$ cat src/core/rms_pkg.sv
// rms_pkg: constants and types of the radio mode sequencer.
// assumes a 20 MHz reference clock; all times are derived from it.
package rms_pkg;

	// register addresses on the 7-bit serial address space
	localparam logic [6:0] ADR_STAT = 7'h02;
	localparam logic [6:0] ADR_IST1 = 7'h03;
	localparam logic [6:0] ADR_IST2 = 7'h04;
	localparam logic [6:0] ADR_IEN1 = 7'h05;
	localparam logic [6:0] ADR_IEN2 = 7'h06;
	localparam logic [6:0] ADR_MODE = 7'h07;
	localparam logic [6:0] ADR_SEQC = 7'h0c;
	localparam logic [6:0] ADR_XOSC = 7'h62;

	// values after reset, and the mask of used status 1 bits
	localparam logic [7:0] IEN1_RST = 8'h00;
	localparam logic [7:0] IEN2_RST = 8'h01;
	localparam logic [7:0] MODE_RST = 8'h01;
	localparam logic [7:0] SEQC_RST = 8'h01;
	localparam logic [7:0] XOSC_RST = 8'h00;
	localparam logic [7:0] IST1_USED = 8'h9b;

	// register field and event bit positions
	localparam int MB_XTON  = 0;
	localparam int MB_PLLON = 1;
	localparam int MB_RXON  = 2;
	localparam int MB_LBD   = 5;
	localparam int MB_WT    = 6;
	localparam int MB_SWRES = 7;
	localparam int SB_CAL   = 0;
	localparam int XB_BUFOVR = 1;
	localparam int EV_POR   = 8;
	localparam int EV_RDY   = 9;

	// chip power state codes
	localparam logic [1:0] CPS_IDLE = 2'h0;
	localparam logic [1:0] CPS_RX   = 2'h1;
	localparam logic [1:0] CPS_TUNE = 2'h2;

	// times to receive and their split over the sequence steps
	localparam int CLK_MHZ      = 20;
	localparam int T_RX_SHDN_US = 16800;
	localparam int T_RX_IDLE_US = 800;
	localparam int T_RX_FAST_US = 200;
	localparam int POR_US    = T_RX_SHDN_US - T_RX_IDLE_US;
	localparam int XTAL_US   = T_RX_IDLE_US - T_RX_FAST_US;
	localparam int CAL_US    = T_RX_FAST_US / 2;
	localparam int SETTLE_US = T_RX_FAST_US - CAL_US;
	localparam int POR_CYC    = POR_US * CLK_MHZ;
	localparam int XTAL_CYC   = XTAL_US * CLK_MHZ;
	localparam int CAL_CYC    = CAL_US * CLK_MHZ;
	localparam int SETTLE_CYC = SETTLE_US * CLK_MHZ;
	localparam int TW = 20;

	typedef enum logic [3:0] {
		ST_SHDN = 4'h0,
		ST_POR  = 4'h1,
		ST_IDLE = 4'h2,
		ST_XTAL = 4'h3,
		ST_SYN  = 4'h4,
		ST_CAL  = 4'h5,
		ST_SET  = 4'h6,
		ST_RXFE = 4'h7,
		ST_RX   = 4'h8
	} rms_state_t;

	typedef struct packed {
		logic       wr;
		logic       rd;
		logic [6:0] addr;
		logic [7:0] wdata;
	} rms_bus_t;

	typedef struct packed {
		logic lp_reg;
		logic main_reg;
		logic xtal;
		logic synth;
		logic rx_fe;
		logic modem_rx;
		logic wut;
		logic lbd;
	} rms_pwr_t;

endpackage

$ cat src/core/rms_tmr.sv
// rms_tmr: down counter that pulses done a fixed time after start.
// assumes start is a one-cycle pulse; a new start reloads the count.
`timescale 1ns/10ps
module rms_tmr #(
	parameter int W = 20
) (
	input  wire logic         ref_clk,
	input  wire logic         arst_n,
	input  wire logic         start,
	input  wire logic [W-1:0] load,
	output logic              done
);
	import rms_pkg::*;

	logic [W-1:0] cnt_r;
	logic [W-1:0] cnt_nxt;
	logic         done_r;
	logic         done_nxt;

	// count down; done fires on the step from one to zero
	always_comb begin
		cnt_nxt = cnt_r;
		done_nxt = 1'b0;
		if (start) begin
			cnt_nxt = load;
		end else if (cnt_r != '0) begin
			cnt_nxt = cnt_r - W'(1);
			done_nxt = (cnt_r == W'(1));
		end
	end

	always_ff @(posedge ref_clk or negedge arst_n) begin
		if (!arst_n) begin
			cnt_r <= '0;
			done_r <= 1'b0;
		end else begin
			cnt_r <= cnt_nxt;
			done_r <= done_nxt;
		end
	end

	assign done = done_r;
endmodule

$ cat src/core/rms_spi.sv
// rms_spi: 16-bit serial register port with burst address increment.
// assumes pins synchronous to ref_clk; sclk high and low >= 3 cycles.
`timescale 1ns/10ps
module rms_spi (
	input  wire logic       ref_clk,
	input  wire logic       arst_n,
	input  wire logic       en,
	input  wire logic       sclk,
	input  wire logic       sdi,
	input  wire logic       sel_n,
	input  wire logic [7:0] rdata,
	output rms_pkg::rms_bus_t bus,
	output logic            sdo,
	output logic            sdo_oe_n
);
	import rms_pkg::*;

	logic       sclk_q_r;
	logic       hdr_r, hdr_nxt;
	logic       rw_r, rw_nxt;
	logic [2:0] cnt_r, cnt_nxt;
	logic [6:0] adr_r, adr_nxt;
	logic [7:0] sh_r, sh_nxt;
	logic [7:0] out_r, out_nxt;
	logic       sdo_r, sdo_nxt;
	logic       oe_n_r, oe_n_nxt;
	logic       pf_r, pf_nxt;
	logic       cl_r, cl_nxt;
	rms_bus_t   bus_r, bus_nxt;

	// shift on rising sclk, drive on falling; a burst byte is fetched at
	// the fall that starts it, but its flags clear only at the next rise,
	// so a host that stops after one byte loses no flags of the next one;
	// limitation: an event between that fall and rise is cleared unseen
	always_comb begin
		hdr_nxt = hdr_r;
		rw_nxt = rw_r;
		cnt_nxt = cnt_r;
		adr_nxt = adr_r;
		sh_nxt = sh_r;
		out_nxt = out_r;
		sdo_nxt = sdo_r;
		oe_n_nxt = oe_n_r;
		pf_nxt = pf_r;
		cl_nxt = cl_r;
		bus_nxt = bus_r;
		bus_nxt.wr = 1'b0;
		bus_nxt.rd = 1'b0;
		if (!en || sel_n) begin
			hdr_nxt = 1'b0;
			cnt_nxt = 3'h0;
			sdo_nxt = 1'b1;   // pulled high when deselected
			oe_n_nxt = 1'b1;
			pf_nxt = 1'b0;
			cl_nxt = 1'b0;
		end else begin
			if (sclk && !sclk_q_r) begin
				sh_nxt = {sh_r[6:0], sdi};
				cnt_nxt = cnt_r + 3'h1;
				if (cl_r) begin
					bus_nxt.rd = 1'b1;
					cl_nxt = 1'b0;
				end
				if (cnt_r == 3'h7) begin
					if (!hdr_r) begin
						hdr_nxt = 1'b1;
						rw_nxt = sh_nxt[7];
						adr_nxt = sh_nxt[6:0];
						bus_nxt.rd = ~sh_nxt[7];
						bus_nxt.addr = sh_nxt[6:0];
					end else begin
						adr_nxt = adr_r + 7'h01;
						bus_nxt.addr = rw_r ? adr_r : adr_nxt;
						bus_nxt.wr = rw_r;
						pf_nxt = ~rw_r;
						bus_nxt.wdata = sh_nxt;
					end
				end
			end
			// only the first byte loads here; burst bytes load at a fall
			if (bus_r.rd && oe_n_r) begin
				out_nxt = rdata;
			end
			if (!sclk && sclk_q_r && hdr_r && !rw_r) begin
				sdo_nxt = out_r[7];
				out_nxt = {out_r[6:0], 1'b0};
				oe_n_nxt = 1'b0;
				if (pf_r) begin
					sdo_nxt = rdata[7];
					out_nxt = {rdata[6:0], 1'b0};
					pf_nxt = 1'b0;
					cl_nxt = 1'b1;
				end
			end
		end
	end

	always_ff @(posedge ref_clk or negedge arst_n) begin
		if (!arst_n) begin
			sclk_q_r <= 1'b0;
			hdr_r <= 1'b0;
			rw_r <= 1'b0;
			cnt_r <= 3'h0;
			adr_r <= 7'h00;
			sh_r <= 8'h00;
			out_r <= 8'h00;
			sdo_r <= 1'b1;
			oe_n_r <= 1'b1;
			pf_r <= 1'b0;
			cl_r <= 1'b0;
			bus_r <= '0;
		end else begin
			sclk_q_r <= sclk;
			hdr_r <= hdr_nxt;
			rw_r <= rw_nxt;
			cnt_r <= cnt_nxt;
			adr_r <= adr_nxt;
			sh_r <= sh_nxt;
			out_r <= out_nxt;
			sdo_r <= sdo_nxt;
			oe_n_r <= oe_n_nxt;
			pf_r <= pf_nxt;
			cl_r <= cl_nxt;
			bus_r <= bus_nxt;
		end
	end

	assign bus = bus_r;
	assign sdo = sdo_r;
	assign sdo_oe_n = oe_n_r;
endmodule

$ cat src/core/rms_top.sv
// rms_top: operating mode sequencer, status and interrupt logic.
// assumes a host on the serial port and event pulses from the modem.
//
// Summary of operation
// - shutdown pin high resets registers to defaults and silences serial port.
// - falling shutdown pin starts the power-on reset delay.
// - after reset, soft reset or shutdown, idle ready with crystal.
// - mode value zero gives standby, registers kept and accessible.
// - wake-timer bit selects sleep with low-power regulator and timer.
// - battery detect bit enables detector in sensor mode.
// - crystal-on bit gives ready mode, oscillator kept running.
// - synthesizer-on bit gives tune, crystal forced on.
// - receive-on bit moves any idle mode into receive.
// - regulators, crystal wait, synth, calibrate, settle, front, modem.
// - calibration skipped when its enable is zero; enable resets one.
// - low-power regulator alone only in standby and sleep.
// - receive reached about 16.8 ms, 800 us or 200 us after start.
// - status register reports fifo, header, frequency and power state.
// - interrupt pin low while any enabled flag is set.
// - pin stays low until the flag's status register is read.
// - reading a status register clears its enabled flags.
// - disabled events set flags but never drive the pin.
// - enable registers gate flags; only power-on enabled after reset.
// - 16-bit serial frames: write bit, 7-bit address, 8 data bits.
`timescale 1ns/10ps
module rms_top #(
	parameter int P_POR_CYC  = rms_pkg::POR_CYC,
	parameter int P_XTAL_CYC = rms_pkg::XTAL_CYC
) (
	input  wire logic        ref_clk,
	input  wire logic        arst_n,
	input  wire logic        shutdown_pin,
	input  wire logic        spi_sclk,
	input  wire logic        spi_sdi,
	input  wire logic        spi_sel_n,
	input  wire logic [15:0] evt,
	input  wire logic [4:0]  dstat_in,
	output logic             spi_sdo,
	output logic             spi_sdo_oe_n,
	output logic             irq_out_n,
	output logic             xosc_bufovr,
	output rms_pkg::rms_pwr_t pwr
);
	import rms_pkg::*;

	rms_bus_t   bus;
	rms_state_t st_r, st_nxt;
	logic       xok_r, xok_nxt;
	logic       pend_r, pend_nxt;
	logic [7:0] mode_r, mode_nxt;
	logic [7:0] seqc_r, seqc_nxt;
	logic [7:0] xosc_r, xosc_nxt;
	logic [15:0] ien_r, ien_nxt;
	logic [15:0] ist_r, ist_nxt;
	logic [15:0] ev_all;
	logic       irq_n_r, irq_n_nxt;
	rms_pwr_t   pwr_r, pwr_nxt;
	logic       por_ev;
	logic       rdy_ev;
	logic       swres;
	logic       t_start;
	logic [TW-1:0] t_load;
	logic       t_done;
	logic [7:0] rdata;
	logic [1:0] cps;
	logic       rxon, xton, pllon;
	logic       in_rx_path;

	assign rxon = mode_r[MB_RXON];
	assign xton = mode_r[MB_XTON];
	assign pllon = mode_r[MB_PLLON];
	assign in_rx_path = (st_r == ST_SYN) || (st_r == ST_CAL) ||
		(st_r == ST_SET) || (st_r == ST_RXFE) || (st_r == ST_RX);

	// serial port is gated off in shutdown
	rms_spi u_spi (
		.ref_clk  (ref_clk),
		.arst_n   (arst_n),
		.en       (st_r != ST_SHDN),
		.sclk     (spi_sclk),
		.sdi      (spi_sdi),
		.sel_n    (spi_sel_n),
		.rdata    (rdata),
		.bus      (bus),
		.sdo      (spi_sdo),
		.sdo_oe_n (spi_sdo_oe_n)
	);

	// one timer serves every wait of the sequence
	rms_tmr #(
		.W (TW)
	) u_tmr (
		.ref_clk (ref_clk),
		.arst_n  (arst_n),
		.start   (t_start),
		.load    (t_load),
		.done    (t_done)
	);

	// sequencer next state
	always_comb begin
		st_nxt = st_r;
		xok_nxt = xok_r;
		t_start = 1'b0;
		t_load = '0;
		por_ev = 1'b0;
		rdy_ev = 1'b0;
		case (st_r)
			ST_SHDN: begin
				if (!shutdown_pin) begin
					st_nxt = ST_POR;
					t_start = 1'b1;
					t_load = TW'(P_POR_CYC);
				end
			end
			ST_POR: begin
				if (t_done) begin
					st_nxt = ST_IDLE;
					por_ev = 1'b1;
				end
			end
			ST_IDLE: begin
				if ((rxon || xton || pllon) && !xok_r) begin
					st_nxt = ST_XTAL;
					t_start = 1'b1;
					t_load = TW'(P_XTAL_CYC);
				end else if (rxon) begin
					st_nxt = ST_SYN;
				end
				if (!(rxon || xton || pllon)) begin
					xok_nxt = 1'b0;
				end
			end
			ST_XTAL: begin
				if (t_done) begin
					xok_nxt = 1'b1;
					rdy_ev = 1'b1;
					st_nxt = rxon ? ST_SYN : ST_IDLE;
				end
			end
			ST_SYN: begin
				t_start = 1'b1;
				if (seqc_r[SB_CAL]) begin
					st_nxt = ST_CAL;
					t_load = TW'(CAL_CYC);
				end else begin
					st_nxt = ST_SET;
					t_load = TW'(SETTLE_CYC);
				end
			end
			ST_CAL: begin
				if (t_done) begin
					st_nxt = ST_SET;
					t_start = 1'b1;
					t_load = TW'(SETTLE_CYC);
				end
			end
			ST_SET: begin
				if (t_done) begin
					st_nxt = ST_RXFE;
				end
			end
			ST_RXFE: begin
				st_nxt = ST_RX;
			end
			ST_RX: begin
				st_nxt = ST_RX;
			end
			default: begin
				st_nxt = ST_SHDN;
			end
		endcase
		if (in_rx_path && !rxon) begin
			st_nxt = ST_IDLE;
		end
		if (swres) begin
			st_nxt = ST_POR;
			xok_nxt = 1'b0;
			t_start = 1'b1;
			t_load = TW'(P_POR_CYC);
		end
		if (shutdown_pin) begin
			st_nxt = ST_SHDN;
			xok_nxt = 1'b0;
		end
	end

	always_ff @(posedge ref_clk or negedge arst_n) begin
		if (!arst_n) begin
			st_r <= ST_SHDN;
			xok_r <= 1'b0;
		end else begin
			st_r <= st_nxt;
			xok_r <= xok_nxt;
		end
	end

	// internal events join the external ones; reserved bits stay zero
	assign ev_all = {evt[15:10], rdy_ev, por_ev, evt[7:0] & IST1_USED};

	// register file next values
	always_comb begin
		mode_nxt = mode_r;
		seqc_nxt = seqc_r;
		xosc_nxt = xosc_r;
		ien_nxt = ien_r;
		ist_nxt = ist_r;
		pend_nxt = pend_r;
		swres = 1'b0;
		if (bus.rd && bus.addr == ADR_IST1) begin
			ist_nxt[7:0] = ist_r[7:0] & ~ien_r[7:0];
		end
		if (bus.rd && bus.addr == ADR_IST2) begin
			ist_nxt[15:8] = ist_r[15:8] & ~ien_r[15:8];
			pend_nxt = 1'b0;
		end
		ist_nxt = ist_nxt | ev_all;
		if (bus.wr) begin
			case (bus.addr)
				ADR_IEN1: ien_nxt[7:0] = bus.wdata & IST1_USED;
				ADR_IEN2: ien_nxt[15:8] = bus.wdata;
				ADR_MODE: begin
					if (bus.wdata[MB_SWRES]) begin
						swres = 1'b1;
					end else begin
						mode_nxt = bus.wdata;
					end
				end
				ADR_SEQC: seqc_nxt = {7'h00, bus.wdata[SB_CAL]};
				ADR_XOSC: xosc_nxt = {6'h00, bus.wdata[XB_BUFOVR], 1'b0};
				default: mode_nxt = mode_r;
			endcase
		end
		if (st_r == ST_SHDN || st_r == ST_POR || swres) begin
			mode_nxt = MODE_RST;
			seqc_nxt = SEQC_RST;
			xosc_nxt = XOSC_RST;
			ien_nxt = {IEN2_RST, IEN1_RST};
			ist_nxt = ev_all;
			pend_nxt = 1'b1;
		end
		if (st_r == ST_SHDN) begin
			ist_nxt = 16'h0000;
		end
	end

	always_ff @(posedge ref_clk or negedge arst_n) begin
		if (!arst_n) begin
			mode_r <= MODE_RST;
			seqc_r <= SEQC_RST;
			xosc_r <= XOSC_RST;
			ien_r <= {IEN2_RST, IEN1_RST};
			ist_r <= 16'h0000;
			pend_r <= 1'b1;
		end else begin
			mode_r <= mode_nxt;
			seqc_r <= seqc_nxt;
			xosc_r <= xosc_nxt;
			ien_r <= ien_nxt;
			ist_r <= ist_nxt;
			pend_r <= pend_nxt;
		end
	end

	// power state code for the status register
	always_comb begin
		cps = CPS_IDLE;
		if (st_r == ST_RX) begin
			cps = CPS_RX;
		end else if (pwr_r.synth) begin
			cps = CPS_TUNE;
		end
	end

	// read data mux; unmapped addresses read as zero
	always_comb begin
		case (bus.addr)
			ADR_STAT: rdata = {dstat_in, 1'b0, cps};
			ADR_IST1: rdata = ist_r[7:0];
			ADR_IST2: rdata = ist_r[15:8];
			ADR_IEN1: rdata = ien_r[7:0];
			ADR_IEN2: rdata = ien_r[15:8];
			ADR_MODE: rdata = mode_r;
			ADR_SEQC: rdata = seqc_r;
			ADR_XOSC: rdata = xosc_r;
			default:  rdata = 8'h00;
		endcase
	end

	// block enables; main regulator stays on until status 2 is read,
	// since low-power idle without that read would draw extra current
	always_comb begin
		pwr_nxt = '0;
		pwr_nxt.lp_reg = (st_r != ST_SHDN);
		pwr_nxt.main_reg = pwr_nxt.lp_reg && !((st_r == ST_IDLE) &&
			!(rxon || xton || pllon || mode_r[MB_LBD]) && !pend_r);
		pwr_nxt.xtal = (st_r == ST_XTAL) || in_rx_path ||
			((st_r == ST_IDLE) && (xton || pllon));
		pwr_nxt.synth = in_rx_path || ((st_r == ST_IDLE) && pllon && xok_r);
		pwr_nxt.rx_fe = (st_r == ST_RXFE) || (st_r == ST_RX);
		pwr_nxt.modem_rx = (st_r == ST_RX);
		pwr_nxt.wut = pwr_nxt.lp_reg && mode_r[MB_WT];
		pwr_nxt.lbd = pwr_nxt.lp_reg && mode_r[MB_LBD];
		irq_n_nxt = ~|(ist_r & ien_r) || (st_r == ST_SHDN);
	end

	always_ff @(posedge ref_clk or negedge arst_n) begin
		if (!arst_n) begin
			pwr_r <= '0;
			irq_n_r <= 1'b1;
		end else begin
			pwr_r <= pwr_nxt;
			irq_n_r <= irq_n_nxt;
		end
	end

	assign pwr = pwr_r;
	assign irq_out_n = irq_n_r;
	assign xosc_bufovr = xosc_r[XB_BUFOVR];

	property p_shdn;
		@(posedge ref_clk) disable iff (!arst_n)
		shutdown_pin |=> (st_r == ST_SHDN) ##1 !pwr.lp_reg;
	endproperty
	a_shdn: assert property (p_shdn)
		else $error("shutdown pin did not stop the block");

	property p_por;
		@(posedge ref_clk) disable iff (!arst_n)
		(st_r == ST_SHDN && !shutdown_pin) |=> (st_r == ST_POR);
	endproperty
	a_por: assert property (p_por)
		else $error("no reset sequence after shutdown release");

	property p_ready;
		@(posedge ref_clk) disable iff (!arst_n)
		($past(st_r) == ST_POR && st_r == ST_IDLE) |->
			(mode_r == MODE_RST) && ien_r == {IEN2_RST, IEN1_RST};
	endproperty
	a_ready: assert property (p_ready)
		else $error("reset did not land in ready defaults");

	property p_irq;
		@(posedge ref_clk) disable iff (!arst_n)
		(st_r != ST_SHDN && (ist_r & ien_r) != 16'h0000) |=> !irq_out_n;
	endproperty
	a_irq: assert property (p_irq)
		else $error("enabled flag did not pull interrupt low");

	property p_mask;
		@(posedge ref_clk) disable iff (!arst_n)
		((ist_r & ien_r) == 16'h0000) |=> irq_out_n;
	endproperty
	a_mask: assert property (p_mask)
		else $error("interrupt low with no enabled flag");

	property p_rdclr;
		@(posedge ref_clk) disable iff (!arst_n)
		(bus.rd && bus.addr == ADR_IST1 && ev_all[7:0] == 8'h00 &&
			st_r != ST_SHDN && st_r != ST_POR)
			|=> (ist_r[7:0] & ien_r[7:0]) == 8'h00;
	endproperty
	a_rdclr: assert property (p_rdclr)
		else $error("status read left an enabled flag set");

	property p_skip;
		@(posedge ref_clk) disable iff (!arst_n)
		(st_r == ST_SYN && !seqc_r[SB_CAL] && rxon && !shutdown_pin &&
			!swres) |=> (st_r == ST_SET);
	endproperty
	a_skip: assert property (p_skip)
		else $error("calibration not skipped");

	property p_order;
		@(posedge ref_clk) disable iff (!arst_n)
		$rose(st_r == ST_RX) |-> $past(st_r) == ST_RXFE;
	endproperty
	a_order: assert property (p_order)
		else $error("receive entered out of order");

	property p_main;
		@(posedge ref_clk) disable iff (!arst_n)
		(st_r == ST_RX) |=> pwr.main_reg && pwr.xtal;
	endproperty
	a_main: assert property (p_main)
		else $error("main regulator off in receive");

	property p_exit;
		@(posedge ref_clk) disable iff (!arst_n)
		(st_r == ST_RX && !rxon && !shutdown_pin && !swres)
			|=> (st_r == ST_IDLE);
	endproperty
	a_exit: assert property (p_exit)
		else $error("receive not left after receive-on cleared");
endmodule

$ cat config.mk
export PLATFORM = sky130hd
export DESIGN_NAME = rms_top
export DESIGN_NICKNAME = d
export VERILOG_FILES = /design/src/core/rms_pkg.sv /design/src/core/rms_tmr.sv /design/src/core/rms_spi.sv /design/src/core/rms_top.sv
export SDC_FILE = /design/constraint.sdc
export NUM_CORES = 1
export LEC_CHECK = 0
export BUFFER_PORTS_ARGS = -buffer_cell sky130_fd_sc_hd__buf_2
export CORE_MARGIN = 5
export CORE_UTILIZATION = 60
export CTS_CLUSTER_DIAMETER = 50
export DETAILED_ROUTE_END_ITERATION = 8
export PLACE_DENSITY_LB_ADDON = 0.1
export SYNTH_ARGS = -nofsm -noshare
export SYNTH_HDL_FRONTEND = slang
export SYNTH_SLANG_ARGS = --single-unit
$ cat constraint.sdc
create_clock -name ref_clk -period 2.5 [get_ports ref_clk]
set_input_delay 0 -clock ref_clk [delete_from_list [all_inputs] [get_ports ref_clk]]
set_output_delay 0 -clock ref_clk [all_outputs]
set_load 0.05 [all_outputs]
==> Flow_metrics.wiki, run 1 <==
{| class="wikitable"
! Metric !! Value
|-
| Slew margin rel. || 45.4%
|-
| Avg Cell Area, Syn || 9.79 µm²
|-
| Outcome || finished, final reports clean
|-
| Area of the core || approximately 10000 µm²
|-
| Share of layout cells above drive strength 1 || around a fifth
|-
| GRT Util Overall || 28.3%
|-
| Final setup viols || 0
|-
| Crit-path max FO || 9
|-
| Synth Area in Simple Gates || 21.2%
|-
| Final setup TNS || 0 ns
|-
| Pwr per Cell Area || 878 nW/µm²
|-
| Peak clock frequency supported by timing || approximately 0.46 GHz
|-
| Number of instances in the synthesized netlist || 660
|-
| Adder-Cell Fraction of Synth Area || less than 1%
|-
| Final standard cell utilization of the core || about 73%
|-
| Count of distinct cell types in the synthesized netlist || 74
|-
| Number of remaining DRC errors || 0
|-
| Leading cell types by total area after synthesis || dfrtp_1, nand2_1, mux2_2
|-
| Cell accounting for the most synthesized area || dfrtp_1
|-
| Via total after detailed routing || ~5500
|-
| Share of the synthesized area in the top cell type || a little over two fifths
|-
| Reg2reg path depth || 5
|-
| Global-route wire length before repair || 28400 µm
|-
| Category of the worst setup path capture point || register
|-
| Slowest Stage Delay on Critical Path || 0.65 ns
|-
| Number of antenna violations at the first check in global routing || 0
|-
| Min cycle time layout || 2.18 ns
|-
| Data required time of the worst path || about 2.9 ns
|-
| Weighted congestion at the end of routability-driven global placement || slightly above 0.9
|-
| Sequential-to-total area share from yosys stat || between 40% and 50%
|-
| Vias per cell || ~6.3
|-
| Detailed Route WL || 17300 µm
|-
| Met3 usage || 5.20%
|-
| Buffers inserted during post-CTS setup optimization || 0
|-
| LEAKAGE || about 0.0034 µW
|-
| Ports || 39
|-
| Maximum vdd drop || 0.000585 V
|-
| Number of placement rows || 37
|-
| Die span in y || 114 µm
|-
| Antenna violation net count after detailed routing || 0
|-
| Number of global-route vias before repair || 5345
|-
| Leftover overflow at the end of global routing || 0
|-
| Worst-path clk slew || 0.06 ns
|-
| Most used cell along the critical path || nand2_1
|-
| Cell at the root of the clock tree || clkbuf_8
|-
| Post-synthesis xor/xnor area fraction || 2.71%
|-
| Number of antenna cells inserted || 0
|-
| Met1 usage || 39.5%
|-
| Synth top cells by count || dfrtp_1, nand2_1, nor2_1
|-
| Fin crit share || 87.4%
|-
| Die area || 12900 µm²
|-
| Compound-cell area share of the yosys netlist || 16.6%
|-
| Area of the mapped netlist || around 6500 µm²
|-
| CP cell instances || or4_1 -> nor2_1 -> nand2_1 -> nand2_1 -> nor4_1
|-
| Total of flip-flops plus latches after synthesis || 120
|-
| Launching instance or port of the critical path || u_spi.bus[11]
|-
| Layer with the highest usage after global routing || met2
|-
| Startpoint kind of the worst setup timing path || register
|-
| Class of the tightest hold or removal check || in2async
|-
| Cell type of the slowest stage on the worst timing path || or4_1
|-
| Wire length per cell || 19.9 µm
|-
| Number of DRC markers in iteration 0 || 553
|-
| Maximum buffer depth of the clock tree || 2
|-
| Post-synth EDFFs || 0
|-
| Detailed-router iteration count before antenna repair || 6
|-
| Maximum clock skew at final layout || 0.00813 ns
|-
| Critical path arrival || 2.60 ns
|-
| Initial cell density of the core || between 60% and 70%
|-
| Die Span X || 114 µm
|-
| Final hold viol count || 0
|-
| Post-synthesis mux area share || under 10%
|-
| Post-detailed-placement half-perimeter wirelength || 11700 µm
|-
| Synthesis-to-layout area growth || 17.7%
|-
| Tightest Pin Transition || between 0.8 and 0.9 ns
|-
| Share of synthesized flip-flops with an asynchronous set or reset || 100%
|-
| TritonCTS clock tree || done
|-
| Synthesis Warnings || 0
|-
| Most frequent cell after synthesis || dfrtp_1
|-
| Largest family of logic cells by synthesized area || simple AND/OR/NAND/NOR gates
|-
| Largest net degree at the start of global routing || 88
|-
| Count of maximum capacitance violations || 0
|-
| Reg-to-reg slack, setup || about 0.32 ns
|-
| Path type of the worst setup path || reg2reg
|-
| Resize count post-CTS || 0
|-
| H-tree depth reported by CTS || 4
|-
| Layout net count || about 750
|-
| CTS sink cnt || 120
|-
| # placed instances || 819
|-
| Setup repair after global routing missed its margin || false
|-
| Reg-to-Reg End || st_r[2]
|-
| Number of buffers created by CTS || 17
|-
| Layout Cells excl Fill || 869
|-
| Met2 routing resource usage after global routing || 44.0%
|-
| Start of the worst register-to-register path || u_spi.bus[11]
|-
| Pins Over Slew Limit || 0
|-
| Synth Flop Type || dfrtp_1
|-
| Synthesized Nets || 692
|-
| Worst-Skew Late Latency || 0.54 ns
|-
| Port Buffers || 33
|}
cells in the final DEF (no fill, tap or decap), types with 18 or more instances in the layout:
cell type / synthesis / routed
dfrtp_1: 113 / 113
buf_2: 15 / 32
nand3_1: 22 / 22
mux2i_1: 19 / 19
buf_4: 1 / 26
a21oi_1: 29 / 29
mux2_2: 18 / 18
nand2_1: 68 / 68
nor2_1: 53 / 53
o21ai_0: 38 / 38
how the worst max path moves through the flow:
stage / endpoint / depth (start not counted)
6_report: st_r[2] / 5
4_1_cts: mode_r[4] / 3
3_3_place_gp: st_r[2] / 5
2_1_floorplan: ien_r[1] / 6
3_5_place_dp: u_tmr.cnt_r[10] / 5
5_1_grt: u_tmr.cnt_r[7] / 5
power by group:
group          internal (µW)  switching, µW
sequential              2230            358
combinational            677           1020
clock                   1520            873
metrics by stage:
step | setup slack (ns) | area, µm² | hold slack [ns] | total power, µW
2_1_floorplan | 0.608 | 6460 | -0.296 | 3690
3_3_place_gp | 0.410 | 6840 | -0.0304 | 4180
3_5_place_dp | 0.361 | 6840 | -0.0207 | 4250
4_1_cts | 0.356 | 7610 | 0.00475 | 6690
5_1_grt | 0.173 | 7610 | 0.0209 | 7010
6_report | 0.316 | 7610 | 0.0207 | 6680
cell families after synthesis:
family,count (synthesis)
flops,120
mux,46
compound gates,162
buf+inv,54
simple gates,253
fa+ha+maj,5
xor+xnor,20
timing repair:
action,in CTS,in global routing
hold buffers,18,0
endpoints found under the setup margin,0,0
endpoints found under the hold margin,152,0
sequential cells by signal, indices dropped and copies added (netlist names):
register and flops:
u_spi.sdo 1, u_spi.hdr_r 1, pend_r 1, ist_r 13
seqc_r 1, u_tmr.done 1, u_spi.sclk_q_r 1, irq_out_n 1
u_spi.out_r 8, u_spi.bus 17, mode_r 7, u_spi.sdo_oe_n 1
u_spi.adr_r 7, pwr 8, u_spi.rw_r 1, xok_r 1
u_spi.cl_r 1, u_spi.cnt_r 3, xosc_r 1, u_spi.sh_r 7
u_spi.pf_r 1, ien_r 13, u_tmr.cnt_r 20, st_r 4
area by class of cell:
type	count	area (µm²)
multi-input cells	486	3220
flip-flops and latches	120	3010
fillers	786	2810
repair buffers	77	566
clock buffers	24	480
well taps	136	170
clock inverters	8	95.1
inverters	18	67.6
routing by layer:
| layer | part of all wire (%) | wire, µm |
|---|---|---|
| met1 | 44 | 7600 |
| met2 | 48 | 8210 |
| met3 | 5.7 | 986 |
| met4 | 2.7 | 459 |
| met5 | 0 | 0 |
worst max-delay path, delay by kind of cell, from the launching register on:
family / cells / cell delay, ns
flip-flops: 1 / 0.51
AND/OR/NAND/NOR: 5 / 1.55
(Power assumes the default switching activity.)
==> inputs of run 2 (changes only) <==
--- a/config.mk
+++ b/config.mk
@@ -6,11 +6,12 @@
 export NUM_CORES = 1
 export LEC_CHECK = 0
 export BUFFER_PORTS_ARGS = -buffer_cell sky130_fd_sc_hd__buf_2
-export CORE_MARGIN = 5
+export CORE_MARGIN = 3
 export CORE_UTILIZATION = 60
 export CTS_CLUSTER_DIAMETER = 50
 export DETAILED_ROUTE_END_ITERATION = 8
 export PLACE_DENSITY_LB_ADDON = 0.1
+export SLEW_MARGIN = 0
 export SYNTH_ARGS = -nofsm -noshare
 export SYNTH_HDL_FRONTEND = slang
 export SYNTH_SLANG_ARGS = --single-unit
==> Flow_metrics.wiki, run 2 (synthesis results as in run 1) <==
{| class="wikitable"
! Metric !! Value
|-
| Number of remaining DRC errors || 0 (unchanged)
|-
| Outcome || finished, final reports clean
|-
| Largest net degree at the start of global routing || 53 (-40%)
|-
| Startpoint kind of the worst setup timing path || register
|-
| Data required time of the worst path || 2.91 ns (about the same)
|-
| Clock share of power || 37.0% (+1.2 points)
|-
| TritonCTS clock tree || done
|-
| Multi-input logic area || 3220 µm² (unchanged)
|-
| Total internal power || 4510 µW (+2.0%)
|-
| LEAKAGE || 0.00340 µW (about the same)
|-
| Pwr per Cell Area || 883 nW/µm² (+0.60%)
|-
| Wire length per cell || 19.5 µm (-2.0%)
|-
| Resize count post-CTS || 0 (unchanged)
|-
| Net load switching power || 2240 µW (-0.85%)
|-
| Path type of the worst setup path || reg2reg
|-
| Final setup TNS || 0 ns (unchanged)
|-
| Final setup viols || 0 (unchanged)
|-
| Number of antenna violations at the first check in global routing || 0 (unchanged)
|-
| Share of layout cells above drive strength 1 || 19.3% (+0.11 points)
|-
| Final Power || 6750 µW (+1.0%)
|-
| Weighted congestion at the end of routability-driven global placement || 0.929 (+2.5%)
|-
| Initial cell density of the core || 62.0% (unchanged)
|-
| GRT Util Overall || 30.2% (+1.9 points)
|-
| Fin crit share || 89.0% (+1.7 points)
|-
| Peak clock frequency supported by timing || 0.449 GHz (-1.9%)
|-
| Post-detailed-placement half-perimeter wirelength || 11800 µm (+1.4%)
|-
| Slew margin rel. || 57.0% (+12 points)
|-
| Number of DRC markers in iteration 0 || 485 (-12%)
|-
| H-tree depth reported by CTS || 4 (unchanged)
|-
| Class of the tightest hold or removal check || in2async
|-
| Vias per cell || 6.35 (about the same)
|-
| CTS sink cnt || 120 (unchanged)
|-
| Pins Over Slew Limit || 0 (unchanged)
|-
| Tightest Pin Transition || 0.645 ns (-0.170 ns)
|-
| Crit-path max FO || 9 (unchanged)
|-
| Leftover overflow at the end of global routing || 0 (unchanged)
|-
| Maximum clock skew at final layout || 0.00949 ns (+0.00136 ns)
|-
| Global-route wire length before repair || 27600 µm (-2.8%)
|-
| Maximum vdd drop || 0.000761 V (+30%)
|-
| Reg-to-Reg End || mode_r[1]
|-
| Number of global-route vias before repair || 5326 (-0.36%)
|-
| Worst-path clk slew || 0.06 ns (about the same)
|-
| Via total after detailed routing || 5524 (+0.15%)
|-
| Number of antenna cells inserted || 0 (unchanged)
|-
| Count of maximum capacitance violations || 0 (unchanged)
|-
| Die Span X || 110 µm (-3.5%)
|-
| Min cycle time layout || 2.23 ns (+0.0419 ns)
|-
| Sequential share of power || 38.3% (-0.4 points)
|-
| Die span in y || 110 µm (-3.5%)
|-
| Fill cell total of the finished layout || 782 (-0.51%)
|-
| Biggest register || u_tmr.cnt_r
|-
| Die area || 12000 µm² (-6.9%)
|-
| Detailed-router iteration count before antenna repair || 5 (-1)
|-
| Largest register FFs || 20 (unchanged)
|-
| Most common library cell in the layout ignoring fill and taps || dfrtp_1
|-
| Detailed Route WL || 16900 µm (-1.8%)
|-
| Cell at the root of the clock tree || clkbuf_8
|-
| Ports || 39 (unchanged)
|-
| Antenna violation net count after detailed routing || 0 (unchanged)
|-
| Worst-Skew Late Latency || 0.53 ns (about the same)
|-
| Synthesis-to-layout area growth || 18.3%
|-
| Port Buffers || 33 (unchanged)
|-
| Number of placement rows || 37 (unchanged)
|-
| Final hold viol count || 0 (unchanged)
|-
| Setup repair after global routing missed its margin || false
|-
| Reg2reg path depth || 3 (-2)
|-
| Reg area || 3010 µm² (unchanged)
|-
| Category of the worst setup path capture point || register
|-
| Area of the core || 10400 µm² (unchanged)
|-
| Layout net count || 753 (+0.13%)
|-
| Sw Ratio || 33.1% (-0.63 points)
|-
| Number of buffers created by CTS || 17 (unchanged)
|-
| Critical path arrival || 2.64 ns (+0.04 ns)
|-
| Reg-to-reg slack, setup || 0.27 ns (-0.04 ns)
|-
| Start of the worst register-to-register path || u_spi.bus[11]
|-
| Commonest cells after routing, fill and taps aside || dfrtp_1, nand2_1, nor2_1, o21ai_0, buf_2
|-
| Maximum buffer depth of the clock tree || 2 (unchanged)
|-
| Portion of total power attributed to combinational logic || 24.7% (-0.8 points)
|}
## run 2: power groups by stage
stage | logic [µW] | clock network, µW | registers, µW
floorplan | 1110 | 0 | 2590
global placement | 1570 | 0 | 2590
detailed placement | 1620 | 0 | 2610
CTS | 1660 | 2520 | 2580
global route | 1830 | 2620 | 2630
finish | 1670 | 2500 | 2580
## run 2: what timing repair did
item,CTS,global route
buffers inserted,0,0
hold buffers,18,0
endpoints found under the hold margin,151,0
## run 2: worst max path at each step
stage                   from           end  slack [ns]  cells after the start
2_1_floorplan  u_spi.bus[13]      ien_r[1]        0.61                      6
3_3_place_gp   u_spi.bus[11]     mode_r[4]        0.40                      3
3_5_place_dp         st_r[1]  u_spi.bus[4]        0.34                      6
4_1_cts        u_spi.bus[11]     mode_r[1]        0.29                      3
5_1_grt              st_r[1]  u_spi.bus[4]        0.15                      6
6_report       u_spi.bus[11]     mode_r[1]        0.27                      3
## run 2: layout make-up
class	instances	area share [%]
multi-input combinational	486	42.1
sequential	120	39.4
timing repair buffer	78	7.50
clock buffer	20	5.57
clock inverter	12	2.31
tap	136	2.23
inverter	18	0.884
## run 2: layer usage
layer	up-vias	GRT usage (%)	part of all wire [%]
met5	-	0	0
met4	0	11.1	2.3
met3	31	6.52	7.1
met2	226	47.0	48
met1	2733	41.6	43
li1	2534	-	-
## run 2: metrics by stage
step / instance area (µm²) / setup WS (ns) / std cells / utilization, % / hold slack, ns
after floorplan: 6460 / 0.608 / 660 / - / -0.296
after detailed placement: 6850 / 0.340 / 820 / 65.8 / -0.00585
after global routing: 7640 / 0.147 / 870 / 73.4 / 0.0375
after global placement: 6850 / 0.403 / 820 / 65.8 / -0.0112
after CTS: 7640 / 0.286 / 870 / 73.4 / 0.0321
final: 7640 / 0.274 / 870 / 73.4 / 0.0384
## run 2: critical path: stages, from the launching register on
cell and delay, ns:
dfrtp_1 0.50, or4_1 0.66, o21ai_0 0.54, mux2_2 0.41
